<file path="src/rtl/cei_pkg.sv">
/*
 * Package for the comparator edge interrupt register bank: register
 * indices, field positions, reset values and bus widths.
 * Assumes nothing of its surroundings beyond a SystemVerilog compiler.
 */
package cei_pkg;
    localparam int unsigned ADDR_W = 4;
    localparam int unsigned DATA_W = 32;
    // Word offsets (byte address = 4 * index)
    localparam logic [ADDR_W-1:0] OFS_CTRL1   = 4'h0;
    localparam logic [ADDR_W-1:0] OFS_CTRL2   = 4'h1;
    localparam logic [ADDR_W-1:0] OFS_MIRROR  = 4'h2;
    localparam logic [ADDR_W-1:0] OFS_STATUS  = 4'h3;
    localparam logic [ADDR_W-1:0] OFS_MASK    = 4'h4;
    // Control register fields
    localparam int unsigned BIT_RISE_EN   = 7;
    localparam int unsigned BIT_FALL_EN   = 6;
    localparam int unsigned POS_PLUS_SEL  = 3;
    localparam int unsigned POS_MINUS_SEL = 0;
    // Mirror fields
    localparam int unsigned BIT_MIRROR_FIRST  = 0;
    localparam int unsigned BIT_MIRROR_SECOND = 1;
    // Reset values
    localparam logic [7:0] RST_CTRL   = 8'h00;
    localparam logic [1:0] RST_STATUS = 2'h0;
    localparam logic [1:0] RST_MASK   = 2'h0;
    localparam logic [1:0] RST_SYNC   = 2'h0;
    localparam logic [DATA_W-1:0] RD_ZERO = 32'h0000_0000;
endpackage

</file>
<file path="src/rtl/cei_regs.sv">
/*
 * Comparator edge interrupt register bank: two control registers with
 * edge flag enables and input selects, a result mirror, sticky flags,
 * a mask and one level interrupt, reached over Avalon-MM.
 * Assumes comparator results arrive asynchronously from the analog core.
 */
// Implementation choices: the placing of the registers and the Avalon-MM register port.
// Functional notes
// - A set fall enable raises the comparator flag on a high-to-low edge.
// - Mirror bit 1 reads the second comparator result.
// - Mirror bit 0 reads the first comparator result.
// - Mirror bits 7 to 2 always read zero.
// - Control fields are zero after any reset; mirror fields read zero only until the comparator results pass the two-stage synchroniser.
`timescale 1ns/1ps
module cei_regs (
    input  wire logic                       mclk,
    input  wire logic                       srst,
    input  wire logic [cei_pkg::ADDR_W-1:0] avs_address,
    input  wire logic                       avs_read,
    input  wire logic                       avs_write,
    input  wire logic [cei_pkg::DATA_W-1:0] avs_writedata,
    input  wire logic [3:0]                 avs_byteenable,
    output logic [cei_pkg::DATA_W-1:0]      avs_readdata,
    output logic                            avs_waitrequest,
    input  wire logic                       first_comparator_result,
    input  wire logic                       second_comparator_result,
    output logic [2:0]                      plus_input_select_1,
    output logic [2:0]                      minus_input_select_1,
    output logic [2:0]                      plus_input_select_2,
    output logic [2:0]                      minus_input_select_2,
    output logic                            irq
);
    import cei_pkg::*;

    logic [7:0]        ctrl1_r, ctrl1_nxt;
    logic [7:0]        ctrl2_r, ctrl2_nxt;
    logic [1:0]        status_r, status_nxt;
    logic [1:0]        mask_r, mask_nxt;
    logic [1:0]        sync1_r, sync2_r;
    logic [DATA_W-1:0] rdata_r, rdata_nxt;
    logic              ack_r, ack_nxt;
    logic [1:0]        flag_set;
    logic [1:0]        res;
    logic              wr_go;
    logic              rd_go;

    // Low byte write under byte enable
    function automatic logic [7:0] wr_byte(input logic [7:0] old,
                                          input logic [31:0] wd,
                                          input logic [3:0] be);
        wr_byte = be[0] ? wd[7:0] : old;
    endfunction

    // Two-stage synchroniser for the analog results
    always_ff @(posedge mclk) begin
        if (srst) begin
            sync1_r <= RST_SYNC;
            sync2_r <= RST_SYNC;
        end else begin
            sync1_r <= {second_comparator_result, first_comparator_result};
            sync2_r <= sync1_r;
        end
    end
    assign res = sync2_r;

    cei_edge_det u_edge1 (
        .mclk     (mclk),
        .srst     (srst),
        .level_in (res[0]),
        .rise_en  (ctrl1_r[BIT_RISE_EN]),
        .fall_en  (ctrl1_r[BIT_FALL_EN]),
        .flag_set (flag_set[0])
    );
    cei_edge_det u_edge2 (
        .mclk     (mclk),
        .srst     (srst),
        .level_in (res[1]),
        .rise_en  (ctrl2_r[BIT_RISE_EN]),
        .fall_en  (ctrl2_r[BIT_FALL_EN]),
        .flag_set (flag_set[1])
    );

    // One wait cycle per access; answer in the next cycle
    assign avs_waitrequest = (avs_read | avs_write) & ~ack_r;
    assign wr_go = avs_write & ack_r;
    assign rd_go = avs_read & ~ack_r;

    // Next state of registers and bus answer
    always_comb begin
        ctrl1_nxt  = ctrl1_r;
        ctrl2_nxt  = ctrl2_r;
        mask_nxt   = mask_r;
        status_nxt = status_r;
        rdata_nxt  = rdata_r;
        ack_nxt    = (avs_read | avs_write) & ~ack_r;
        if (wr_go) begin
            case (avs_address)
                OFS_CTRL1: ctrl1_nxt = wr_byte(ctrl1_r, avs_writedata,
                                               avs_byteenable);
                OFS_CTRL2: ctrl2_nxt = wr_byte(ctrl2_r, avs_writedata,
                                               avs_byteenable);
                OFS_MASK:  if (avs_byteenable[0]) begin
                    mask_nxt = avs_writedata[1:0];
                end
                default: ;
            endcase
        end
        if (rd_go) begin
            rdata_nxt = RD_ZERO;
            case (avs_address)
                OFS_CTRL1:  rdata_nxt[7:0] = ctrl1_r;
                OFS_CTRL2:  rdata_nxt[7:0] = ctrl2_r;
                OFS_MIRROR: begin
                    rdata_nxt[BIT_MIRROR_FIRST]  = res[0];
                    rdata_nxt[BIT_MIRROR_SECOND] = res[1];
                end
                OFS_STATUS: begin
                    rdata_nxt[1:0] = status_r;
                    status_nxt     = 2'h0; // Clear on read
                end
                OFS_MASK:   rdata_nxt[1:0] = mask_r;
                default:    rdata_nxt = RD_ZERO;
            endcase
        end
        // Set wins over the read clear
        status_nxt = status_nxt | flag_set;
    end

    always_ff @(posedge mclk) begin
        if (srst) begin
            ctrl1_r  <= RST_CTRL;
            ctrl2_r  <= RST_CTRL;
            status_r <= RST_STATUS;
            mask_r   <= RST_MASK;
            rdata_r  <= RD_ZERO;
            ack_r    <= 1'b0;
        end else begin
            ctrl1_r  <= ctrl1_nxt;
            ctrl2_r  <= ctrl2_nxt;
            status_r <= status_nxt;
            mask_r   <= mask_nxt;
            rdata_r  <= rdata_nxt;
            ack_r    <= ack_nxt;
        end
    end

    // Outputs
    assign avs_readdata         = rdata_r;
    assign irq                  = |(status_r & mask_r);
    assign plus_input_select_1  = ctrl1_r[POS_PLUS_SEL +: 3];
    assign minus_input_select_1 = ctrl1_r[POS_MINUS_SEL +: 3];
    assign plus_input_select_2  = ctrl2_r[POS_PLUS_SEL +: 3];
    assign minus_input_select_2 = ctrl2_r[POS_MINUS_SEL +: 3];

    // Assertions
    // fall sets flag 1
    a_fall_flag: assert property (@(posedge mclk) disable iff (srst)
        (ctrl1_r[BIT_FALL_EN] && $fell(res[0])) |=> status_r[0])
        else $error("fall edge did not set flag 1");
    a_fall_flag_two: assert property (@(posedge mclk) disable iff (srst)
        (ctrl2_r[BIT_FALL_EN] && $fell(res[1])) |=> status_r[1])
        else $error("fall edge did not set flag 2");
    a_rise_flag_one: assert property (@(posedge mclk) disable iff (srst)
        (ctrl1_r[BIT_RISE_EN] && $rose(res[0])) |=> status_r[0])
        else $error("rise edge did not set flag 1");
    a_rise_flag: assert property (@(posedge mclk) disable iff (srst)
        (ctrl2_r[BIT_RISE_EN] && $rose(res[1])) |=> status_r[1])
        else $error("rise edge did not set flag 2");
    a_rise_none: assert property (@(posedge mclk) disable iff (srst)
        (!ctrl1_r[BIT_RISE_EN] && !ctrl1_r[BIT_FALL_EN] && !status_r[0])
        |=> !status_r[0])
        else $error("flag 1 set while disabled");
    a_rise_none_two: assert property (@(posedge mclk) disable iff (srst)
        (!ctrl2_r[BIT_RISE_EN] && $rose(res[1]) && !status_r[1])
        |=> !status_r[1])
        else $error("rise edge set flag 2 while rise disabled");
    a_fall_none_two: assert property (@(posedge mclk) disable iff (srst)
        (!ctrl2_r[BIT_FALL_EN] && $fell(res[1]) && !status_r[1])
        |=> !status_r[1])
        else $error("fall edge set flag 2 while fall disabled");
    a_mirror_second: assert property (@(posedge mclk) disable iff (srst)
        (rd_go && avs_address == OFS_MIRROR)
        |=> avs_readdata[1] == $past(res[1]))
        else $error("mirror bit 1 wrong");
    a_mirror_first: assert property (@(posedge mclk) disable iff (srst)
        (rd_go && avs_address == OFS_MIRROR)
        |=> avs_readdata[0] == $past(res[0]))
        else $error("mirror bit 0 wrong");
    a_mirror_upper: assert property (@(posedge mclk) disable iff (srst)
        (rd_go && avs_address == OFS_MIRROR) |=> avs_readdata[31:2] == 30'h0)
        else $error("mirror upper bits not zero");
    a_reset_zero: assert property (@(posedge mclk)
        srst |=> (ctrl1_r == 8'h00 && ctrl2_r == 8'h00 && !irq))
        else $error("registers not zero after reset");
    a_reset_readback: assert property (@(posedge mclk)
        srst |=> (status_r == 2'h0 && avs_readdata == RD_ZERO))
        else $error("status or read data not zero after reset");
    a_irq_level: assert property (@(posedge mclk) disable iff (srst)
        (|(flag_set & mask_r) && !wr_go) |=> irq)
        else $error("masked flag did not raise irq");
    // Main scenarios reached
    c_fall: cover property (@(posedge mclk) flag_set[0] && res[0] == 1'b0);
    c_rise: cover property (@(posedge mclk) flag_set[1] && res[1]);
    c_irq:  cover property (@(posedge mclk) $rose(irq));
    c_clear: cover property (@(posedge mclk)
        rd_go && avs_address == OFS_STATUS && status_r != 2'h0);
    c_rearm: cover property (@(posedge mclk) $fell(srst));
endmodule

</file>
<file path="src/rtl/cei_edge_det.sv">
/*
 * Edge detector for one comparator result bit that is already
 * synchronised to mclk. Emits a one-cycle flag pulse on an enabled edge.
 * Assumes the input is glitch free on mclk.
 */
`timescale 1ns/1ps
module cei_edge_det (
    input  wire logic mclk,
    input  wire logic srst,
    input  wire logic level_in,
    input  wire logic rise_en,
    input  wire logic fall_en,
    output logic      flag_set
);
    import cei_pkg::*;

    logic prev_r;
    logic prev_nxt;

    // Remember the last sampled level
    always_comb begin
        prev_nxt = level_in;
    end

    always_ff @(posedge mclk) begin
        if (srst) begin
            prev_r <= 1'b0;
        end else begin
            prev_r <= prev_nxt;
        end
    end

    always_comb begin
        flag_set = (rise_en & level_in & ~prev_r)
                 | (fall_en & ~level_in & prev_r);
    end
endmodule

</file>
<file path="config.mk">
export PLATFORM = sky130hd
export DESIGN_NAME = cei_regs
export DESIGN_NICKNAME = d
export VERILOG_FILES = /design/src/rtl/cei_pkg.sv /design/src/rtl/cei_regs.sv /design/src/rtl/cei_edge_det.sv
export SDC_FILE = /design/constraint.sdc
export NUM_CORES = 1
export LEC_CHECK = 0
export BUFFER_PORTS_ARGS = -buffer_cell sky130_fd_sc_hd__buf_4
export CORE_ASPECT_RATIO = 0.9
export CORE_MARGIN = 2
export CORE_UTILIZATION = 30
export CTS_CLUSTER_SIZE = 30
export DETAILED_ROUTE_END_ITERATION = 10
export GPL_TIMING_DRIVEN = 0
export HOLD_SLACK_MARGIN = 0.03
export PLACE_DENSITY_LB_ADDON = 0.15
export SKIP_LAST_GASP = 1
export SLEW_MARGIN = 25
export SYNTH_ARGS = -nofsm -noshare
export SYNTH_HDL_FRONTEND = slang
export SYNTH_HIERARCHICAL = 1
export SYNTH_SLANG_ARGS = --single-unit
</file>
<file path="constraint.sdc">
create_clock -name mclk -period 1.6 [get_ports mclk]
set_clock_uncertainty 0.2 [all_clocks]
set_input_delay 0.32 -clock mclk [delete_from_list [all_inputs] [get_ports mclk]]
set_output_delay 0.32 -clock mclk [all_outputs]
set_load 0.02 [all_outputs]
</file>
==> flow_summary.json, run 1 <==
{
  "status": "completed",
  "cp-endpoint": "irq",
  "drt_iter0_drc": 47,
  "tightest_slew_ns": 0.727,
  "num_vias": 1466,
  "rsz0062_at_grt": "yes",
  "diodes": 0,
  "avgRoutedWirePerCell_um": 12.3,
  "cp.arrival_ns": 1.01,
  "yosysSeqAreaShare_pct": 37.8,
  "synth_area_leaders": "dfxtp_1 (38%), buf_4 (15%), mux2i_1 (10%)",
  "leakage_nw": 1.10,
  "cp_slowest_stage_delay_ns": 0.33,
  "slew_headroom_pct": 51.2,
  "clock_latency_ns": 0.29,
  "ys_async_sr_fraction_pct": 0,
  "start_util_pct": 30.7,
  "vdd_drop_max_mv": 0.362,
  "endpoint_kind": "output port",
  "cp.required_ns": 1.08,
  "place_ws_ns": -0.294,
  "port_buffers": 38,
  "drive_gt1_share_pct": 34.3,
  "die_area_mm2": 0.00683,
  "synth-edff-count": 0,
  "grt_pass1_wl_um": 6640,
  "numCtsBuffers": 5,
  "root_buffer": "clkbuf_8",
  "drt_wl_total_um": 4200,
  "start_kind": "register",
  "layout.nets": 315,
  "fp.dieH_um": 78.6,
  "power_frac_comb_pct": 14.1,
  "timing.final.hold_violations": 0,
  "ant_nets": 0,
  "yosysTopAreaCell": "dfxtp_1",
  "pin_count": 92,
  "area_growth_syn_to_layout_pct": 30.4,
  "synth_top_cell_area_share_pct": 37.8,
  "coreArea_mm2": 0.00605,
  "postCtsSetupBuffers": 0,
  "path_depth": 2,
  "drcViolationCount": 0,
  "startpoint": "status_r[1]$_SDFF_PP0_",
  "final_util_pct": 40.0,
  "reg2reg_to": "ctrl1_r[1]$_SDFFE_PP0P_",
  "yosysUniqueCellTypes": 33,
  "htreeDepth": 2,
  "crit_chain": "a22o_1, buf_4",
  "slowest_stage": "dfxtp_1",
  "cp_num_buf_inv": 1,
  "ys.flop_type": "dfxtp_1",
  "fill_cells": 654,
  "power.net_switching_mw": 0.456,
  "multi_input_area_um2": 933,
  "fin_cells": 340,
  "yosys_warnings": 6,
  "cts_tree": "done",
  "synth_area_per_cell_um2": 9.18,
  "post-route-period-util_pct": 95.8,
  "p_clk_share_pct": 34.6,
  "grt_max_degree": 11,
  "ff2ff_setup_slack_ns": 0.13,
  "grt.total_usage_pct": 12.8,
  "die_x_um": 86.9,
  "clk_path_buf_depth": 2,
  "vias_per_cell": 4.31,
  "cp_top_family": "flip-flops",
  "cp_max_fo": 3,
  "synth-seq-cells": 35,
  "place_hpwl_um": 3190,
  "swShare_pct": 26.3,
  "synthesis.area_mm2": 0.00185,
  "cap_violations": 0,
  "synthCells": 202,
  "clock_sinks": 35,
  "ff2ff_path_depth": 4,
  "min_path_type": "input pin to register",
  "yosysMostFrequentCell": "buf_4",
  "p_seq_share_pct": 51.2,
  "setup_viol": 0,
  "synth_commonest_cells": "buf_4 (38), dfxtp_1 (35), nand2b_1 (25)",
  "clk_pin_slew_ns": 0.07,
  "p_int_mw": 1.28,
  "gp_congestion": 0.848,
  "period_needed_ns": 1.53,
  "antenna_found_initial": 0,
  "grt_pass1_vias": 1335,
  "grt-ovfl-total": 0,
  "reg2reg_from": "ack_r$_SDFF_PP0_",
  "clock.fmax_mhz": 653,
  "seq_area_um2": 704,
  "min_path_cells": 2,
  "total_power_mw": 1.73,
  "rows": 27,
  "report.final.slew_viol_count": 0,
  "setup.worst_path.class": "register to output port",
  "powerDensity_mw_per_mm2": 717,
  "placedCellCount": 335,
  "setup_ws_ns": 0.0679,
  "drt-pass1-iter-count": 4
}
[flip-flops by register name, summed over array words and instances (netlist names)]
| register | cells |
|---|---|
| ack_r | 1 |
| avs_readdata | 8 |
| ctrl1_r | 8 |
| ctrl2_r | 8 |
| mask_r | 2 |
| res | 2 |
| status_r | 2 |
| sync1_r | 2 |
| u_edge1/prev_r | 1 |
| u_edge2/prev_r | 1 |
[cells by family (layout without fill, tap and decap cells)]
| logic type | count (synthesis) | in the layout | synth area share [%] |
|---|---|---|---|
| AOI/OAI and AO/OA | 25 | 25 | 8.84 |
| buffers and inverters | 48 | 91 | 17.6 |
| DFF | 35 | 35 | 37.8 |
| muxes | 26 | 26 | 14.5 |
| other | 1 | 24 | 0.202 |
| and+or+nand+nor | 67 | 67 | 21.1 |
[worst register-to-register path: stages, from the launching register on]
cell     delay, ns
dfxtp_4       0.39
nand3_2       0.12
nor4b_4       0.31
buf_6         0.20
mux2i_1       0.19
[metrics by stage]
step | setup TNS [ns] | hold slack, ns | instance area, um2
finish | 0 | 0.0421 | 2420
global route | -0.00398 | 0.0358 | 2420
CTS | 0 | 0.0350 | 2400
detailed placement | -3.76 | 0.220 | 2320
global placement | -2.93 | 0.218 | 2320
floorplan | 0 | 0.192 | 1940
[power by group through the flow]
stage / clock [mW] / combinational [mW] / sequential [mW]
2_1_floorplan: 0 / 0.174 / 0.905
3_3_place_gp: 0 / 0.240 / 0.907
3_5_place_dp: 0 / 0.241 / 0.908
4_1_cts: 0.619 / 0.242 / 0.888
5_1_grt: 0.667 / 0.265 / 0.889
6_report: 0.600 / 0.245 / 0.888
[layout by cell type, fill, tap and decap left out, types with 2 or more instances in the layout]
cell	count
nor3_1	2
nor2b_1	7
mux2i_1	19
clkbuf_8	5
a22oi_1	3
nand3_1	8
nor2_1	3
nor4b_1	2
buf_2	3
nand2b_1	25
nand2_1	11
o22ai_1	2
mux2_1	6
o21ai_1	4
clkbuf_1	2
a2bb2oi_1	2
inv_1	2
dfxtp_1	34
a21oi_1	10
buf_4	75
conb_1	24
[area by class of cell]
cell class	count	area share, %
plain buffers	45	13.3
clock buffers	5	2.85
clock inverters	1	0.311
inverters	2	0.311
multi-input cells	142	38.6
flip-flops and latches	35	29.1
well taps	72	3.73
repair buffers	38	11.8
[worst min path at each step]
stage / startpoint / endpoint
floorplan: srst / u_edge1/prev_r$_SDFF_PP0_
global placement: sync1_r[1]$_SDFF_PP0_ / res[1]$_SDFF_PP0_
detailed placement: sync1_r[0]$_SDFF_PP0_ / res[0]$_SDFF_PP0_
CTS: second_comparator_result / sync1_r[1]$_SDFF_PP0_
global route: srst / u_edge2/prev_r$_SDFF_PP0_
finish: second_comparator_result / sync1_r[1]$_SDFF_PP0_
[repair_timing]
action                     in CTS  in global routing
hold buffers                    0                  0
setup endpoints to repair      10                 20
gates resized for setup         2                  6
pin swaps                       0                  1
[layer usage]
layer / vias up / track usage, % / routed length (um)
li1: 758 / - / -
met1: 641 / 17.3 / 2020
met2: 53 / 18.0 / 1790
met3: 14 / 4.10 / 260
met4: 0 / 6.41 / 133
met5: - / 0 / 0
Power figures use the tool's default switching activity.
==> run 2: changes to the inputs <==
--- a/config.mk
+++ b/config.mk
@@ -9,6 +9,7 @@
 export CORE_ASPECT_RATIO = 0.9
 export CORE_MARGIN = 2
 export CORE_UTILIZATION = 30
+export CTS_BUF_LIST = sky130_fd_sc_hd__clkbuf_2
 export CTS_CLUSTER_SIZE = 30
 export DETAILED_ROUTE_END_ITERATION = 10
 export GPL_TIMING_DRIVEN = 0
==> flow_summary.json, run 2 (synthesized netlist as in run 1, its figures left out) <==
{
  "slew_headroom_pct": 49.7,
  "design_area_mm2": 0.00257,
  "place_ws_ns": -0.294,
  "drive_gt1_share_pct": 38.3,
  "cap_violations": 0,
  "rows": 27,
  "total_power_mw": 1.54,
  "tightest_slew_ns": 0.749,
  "port_buffers": 38,
  "setup_ws_ns": -0.0248,
  "clock_latency_ns": 0.37,
  "drt_iter0_drc": 60,
  "status": "finished with violations",
  "slowest_stage": "dfxtp_2",
  "violations": "negative setup slack",
  "die_x_um": 86.9,
  "clk_pin_slew_ns": 0.18,
  "start_kind": "register",
  "cp.arrival_ns": 1.10,
  "drt-pass1-iter-count": 4,
  "start_util_pct": 30.7,
  "htreeDepth": 2,
  "avgRoutedWirePerCell_um": 12.2,
  "cp_top_family": "flip-flops",
  "ant_nets": 0,
  "endpoint_kind": "output port",
  "setup_viol": 1,
  "leakage_nw": 1.18,
  "cp_max_fo": 2,
  "post-route-period-util_pct": 102,
  "drcViolationCount": 0,
  "setup.worst_path.class": "register to output port",
  "grt_pass1_wl_um": 6740,
  "met2_usage_pct": 18.9,
  "diodes": 0,
  "fin_cells": 359,
  "area_growth_syn_to_layout_pct": 38.6,
  "fp.dieH_um": 78.6,
  "cp.required_ns": 1.08,
  "grt_use_met1_pct": 17.3,
  "tns_ns": -0.0248,
  "pin_count": 92,
  "grt_util_met3_pct": 3.36,
  "clock_sinks": 35,
  "drt_wl_total_um": 4360,
  "cp_num_buf_inv": 1,
  "timing.final.hold_violations": 0,
  "die_area_mm2": 0.00683,
  "ff2ff_setup_slack_ns": 0.09,
  "grt-ovfl-total": 0,
  "report.final.slew_viol_count": 0,
  "numCtsBuffers": 5,
  "period_needed_ns": 1.62,
  "final_common_cell": "buf_4",
  "num_vias": 1549,
  "clock.fmax_mhz": 615,
  "vdd_drop_max_mv": 0.308,
  "grt_pass1_vias": 1377,
  "placedCellCount": 335,
  "coreArea_mm2": 0.00605,
  "place_hpwl_um": 3190,
  "vias_per_cell": 4.31,
  "placed_area_mm2": 0.00232,
  "cts_tree": "done",
  "gp_congestion": 0.848,
  "antenna_found_initial": 0,
  "powerDensity_mw_per_mm2": 600,
  "layout.nets": 334,
  "layout_common_cells": "buf_4 (80), nand2b_1 (25), conb_1 (24), dfxtp_1 (22), mux2i_1 (19)",
  "min_path_type": "input pin to register",
  "grt.total_usage_pct": 12.7,
  "clk_path_buf_depth": 2,
  "cp_slowest_stage_delay_ns": 0.36,
  "rsz0062_at_grt": "yes",
  "grt_max_degree": 11,
  "busiest_layer": "met2",
  "crit_chain": "a22o_1, buf_6",
  "root_buffer": "clkbuf_2"
}
[run 2: tightest hold or removal path, delay by kind of cell]
kind / cells / cell delay [ns]
buffers and inverters: 1 / 0.11
and+or+nand+nor: 1 / 0.13
muxes: 1 / 0.07
[run 2: path summary, 6_finish.rpt]
kind	to	startpoint	cells past startpoint
max	irq	status_r[1]$_SDFF_PP0_	2
min	ctrl2_r[6]$_SDFFE_PP0P_	srst	3
max reg2reg	ctrl1_r[1]$_SDFFE_PP0P_	ack_r$_SDFF_PP0_	4
min reg2reg	res[0]$_SDFF_PP0_	sync1_r[0]$_SDFF_PP0_	1
[run 2: cell type report]
cell class,count,area [um2]
fill,651,3480
timing repair buffer,57,469
tap,72,90.1
clock inverter,1,7.51
sequential,35,722
inverter,2,7.51
multi-input combinational,142,933
clock buffer,5,25.0
buffer,45,315
[run 2: stage by stage]
step | hold WS, ns | util [%]
floorplan | 0.192 | -
global placement | 0.218 | 38.3
detailed placement | 0.220 | 38.3
CTS | 0.0496 | 41.3
global route | 0.0461 | 42.5
finish | 0.0722 | 42.5
[run 2: power by group]
group | switching, mW | internal (mW) | total, mW
logic | 0.141 | 0.128 | 0.269
registers | 0.00768 | 0.880 | 0.887
clock network | 0.295 | 0.0911 | 0.386
total | 0.443 | 1.10 | 1.54
[run 2: repair_timing]
action / in CTS / in global routing
endpoints found under the setup margin: 13 / 20
gates resized for setup: 7 / 14
buffers inserted: 2 / 5
pin swaps: 0 / 1
hold buffers: 12 / 0
endpoints found under the hold margin: 23 / 0
[run 2: layer usage]
layer	vias to the layer above	part of all wire, %
met3	13	5.6
met2	53	43
met1	685	49
met4	0	2.6
met5	-	0
li1	798	-
==> run 3: changes to the inputs <==
--- a/config.mk
+++ b/config.mk
@@ -5,6 +5,7 @@
 export SDC_FILE = /design/constraint.sdc
 export NUM_CORES = 1
 export LEC_CHECK = 0
+export ABC_AREA = 1
 export BUFFER_PORTS_ARGS = -buffer_cell sky130_fd_sc_hd__buf_4
 export CORE_ASPECT_RATIO = 0.9
 export CORE_MARGIN = 2
@@ -12,7 +13,6 @@
 export CTS_BUF_LIST = sky130_fd_sc_hd__clkbuf_2
 export CTS_CLUSTER_SIZE = 30
 export DETAILED_ROUTE_END_ITERATION = 10
-export GPL_TIMING_DRIVEN = 0
 export HOLD_SLACK_MARGIN = 0.03
 export PLACE_DENSITY_LB_ADDON = 0.15
 export SKIP_LAST_GASP = 1
==> flow_summary.json, run 3 <==
{
  "status": "finished with violations",
  "violations": "negative setup slack",
  "clk_pin_slew_ns": 0.19,
  "vdd_drop_max_mv": 0.237,
  "min_path_type": "input pin to register",
  "vias_per_cell": 4.27,
  "diodes": 0,
  "clock_latency_ns": 0.40,
  "design_area_mm2": 0.00228,
  "setup_viol": 1,
  "start_util_pct": 30.5,
  "period_needed_ns": 1.62,
  "layout.nets": 340,
  "grt_use_met1_pct": 16.5,
  "timing.final.hold_violations": 0,
  "antenna_found_initial": 0,
  "report.final.slew_viol_count": 0,
  "root_buffer": "clkbuf_2",
  "fp.dieH_um": 78.4,
  "grt.total_usage_pct": 12.2,
  "pin_count": 92,
  "synth_top_cell_area_share_pct": 38.0,
  "rows": 27,
  "numCtsBuffers": 5,
  "synthMuxAreaShare_pct": 0,
  "synth_xor_area_share_pct": 0,
  "drt_wl_total_um": 3880,
  "synth_commonest_cells": "nor2_1 (37), buf_4 (36), dfxtp_1 (35), nand2_1 (35), inv_1 (33)",
  "synth_top_family_by_area": "simple AND/OR/NAND/NOR gates",
  "cp.arrival_ns": 1.10,
  "gp_congestion": 0.767,
  "yosysUniqueCellTypes": 23,
  "synthesis.area_mm2": 0.00184,
  "drive_gt1_share_pct": 27.1,
  "die_x_um": 86.6,
  "ys.flop_type": "dfxtp_1",
  "setup.worst_path.class": "register to output port",
  "synthCells": 245,
  "yosysSeqAreaShare_pct": 38.0,
  "rsz0062_at_grt": "yes",
  "ant_nets": 0,
  "cts_tree": "done",
  "drt_iter0_drc": 58,
  "synth_area_leaders": "dfxtp_1 (38%), buf_4 (15%), nor2_1 (7.5%)",
  "avgRoutedWirePerCell_um": 10.6,
  "final_common_cell": "buf_4",
  "final_util_pct": 37.8,
  "cp_max_fo": 2,
  "synth-edff-count": 0,
  "drt-pass1-iter-count": 4,
  "endpoint_kind": "output port",
  "grt_pass1_vias": 1384,
  "die_area_mm2": 0.00679,
  "port_buffers": 40,
  "layout_common_cells": "buf_4 (46), nor2_1 (36), nand2_1 (35), inv_1 (32), dfxtp_1 (31)",
  "num_vias": 1567,
  "ys_async_sr_fraction_pct": 0,
  "grt_util_met3_pct": 3.79,
  "area_growth_syn_to_layout_pct": 23.8,
  "post-route-period-util_pct": 101,
  "synth-simple-area-share_pct": 26.1,
  "met2_usage_pct": 17.8,
  "powerDensity_mw_per_mm2": 703,
  "place_hpwl_um": 2860,
  "grt_max_degree": 36,
  "start_kind": "register",
  "synthAdderAreaFrac_pct": 0,
  "synth-seq-cells": 35,
  "grt_pass1_wl_um": 6380,
  "leakage_nw": 1.11,
  "grt-ovfl-total": 0,
  "synth_compound_area_share_pct": 11.9,
  "yosysTopAreaCell": "dfxtp_1",
  "synth_area_per_cell_um2": 7.53,
  "clock_sinks": 35,
  "busiest_layer": "met2",
  "place_ws_ns": 0.101,
  "setup_ws_ns": -0.0204,
  "tns_ns": -0.0204,
  "placed_area_mm2": 0.00209,
  "drcViolationCount": 0,
  "htreeDepth": 2,
  "coreArea_mm2": 0.00605,
  "whs_ns": 0.134,
  "clock.fmax_mhz": 617,
  "cp.required_ns": 1.08,
  "clk_path_buf_depth": 2,
  "yosysMostFrequentCell": "nor2_1",
  "yosys_warnings": 6,
  "cap_violations": 0
}
## run 3: logic make-up after synthesis
family                 count (synthesis)
DFF                                   35
AOI/OAI and AO/OA                     33
other                                  1
buffers and inverters                 79
and+or+nand+nor                       97
## run 3: worst max-delay path: stages, from the launching register on
cell and delay (ns):
dfxtp_2 0.36, a22o_1 0.23, buf_6 0.13
## run 3: where the power goes
group	switching, mW	internal [mW]
clock network	0.315	0.111
registers	0.0113	0.893
logic	0.171	0.104
total	0.497	1.11
## run 3: metrics by stage
step	power (mW)	cells
global placement	1.17	345
detailed placement	1.17	345
finish	1.61	367
floorplan	1.12	268
global route	1.70	367
CTS	1.64	367
## run 3: worst paths after layout
| check | startpoint | to | slack (ns) | depth (start not counted) |
|---|---|---|---|---|
| worst max-delay path | mask_r[0]$_SDFFE_PP0P_ | irq | -0.02 | 2 |
| worst min-delay path | srst | ctrl1_r[4]$_SDFFE_PP0P_ | 0.13 | 2 |
| worst max register to register | ack_r$_SDFF_PP0_ | ctrl2_r[7]$_SDFFE_PP0P_ | 0.17 | 6 |
| worst min register to register | sync1_r[0]$_SDFF_PP0_ | res[0]$_SDFF_PP0_ | 0.22 | 2 |
## run 3: layout make-up
class	instances	area, um2
clock buffer	6	30.0
clock inverter	2	12.5
fill	651	3760
inverter	38	148
multi-input combinational	154	798
sequential	35	708
tap	72	90.1
timing repair buffer	60	497
## run 3: routing by layer
layer,vias up,part of all wire [%]
met4,0,1.6
met5,-,0
met1,701,50
li1,810,-
met2,50,43
met3,6,5.8
## run 3: repair_timing
| item | CTS | global route |
|---|---|---|
| endpoints found under the hold margin | 21 | 0 |
| cloned | 0 | 0 |
| pin swaps | 1 | 0 |
| resized for setup | 6 | 3 |
| setup buffers | 2 | 0 |
| hold buffers | 12 | 0 |
| endpoints found under the setup margin | 2 | 6 |
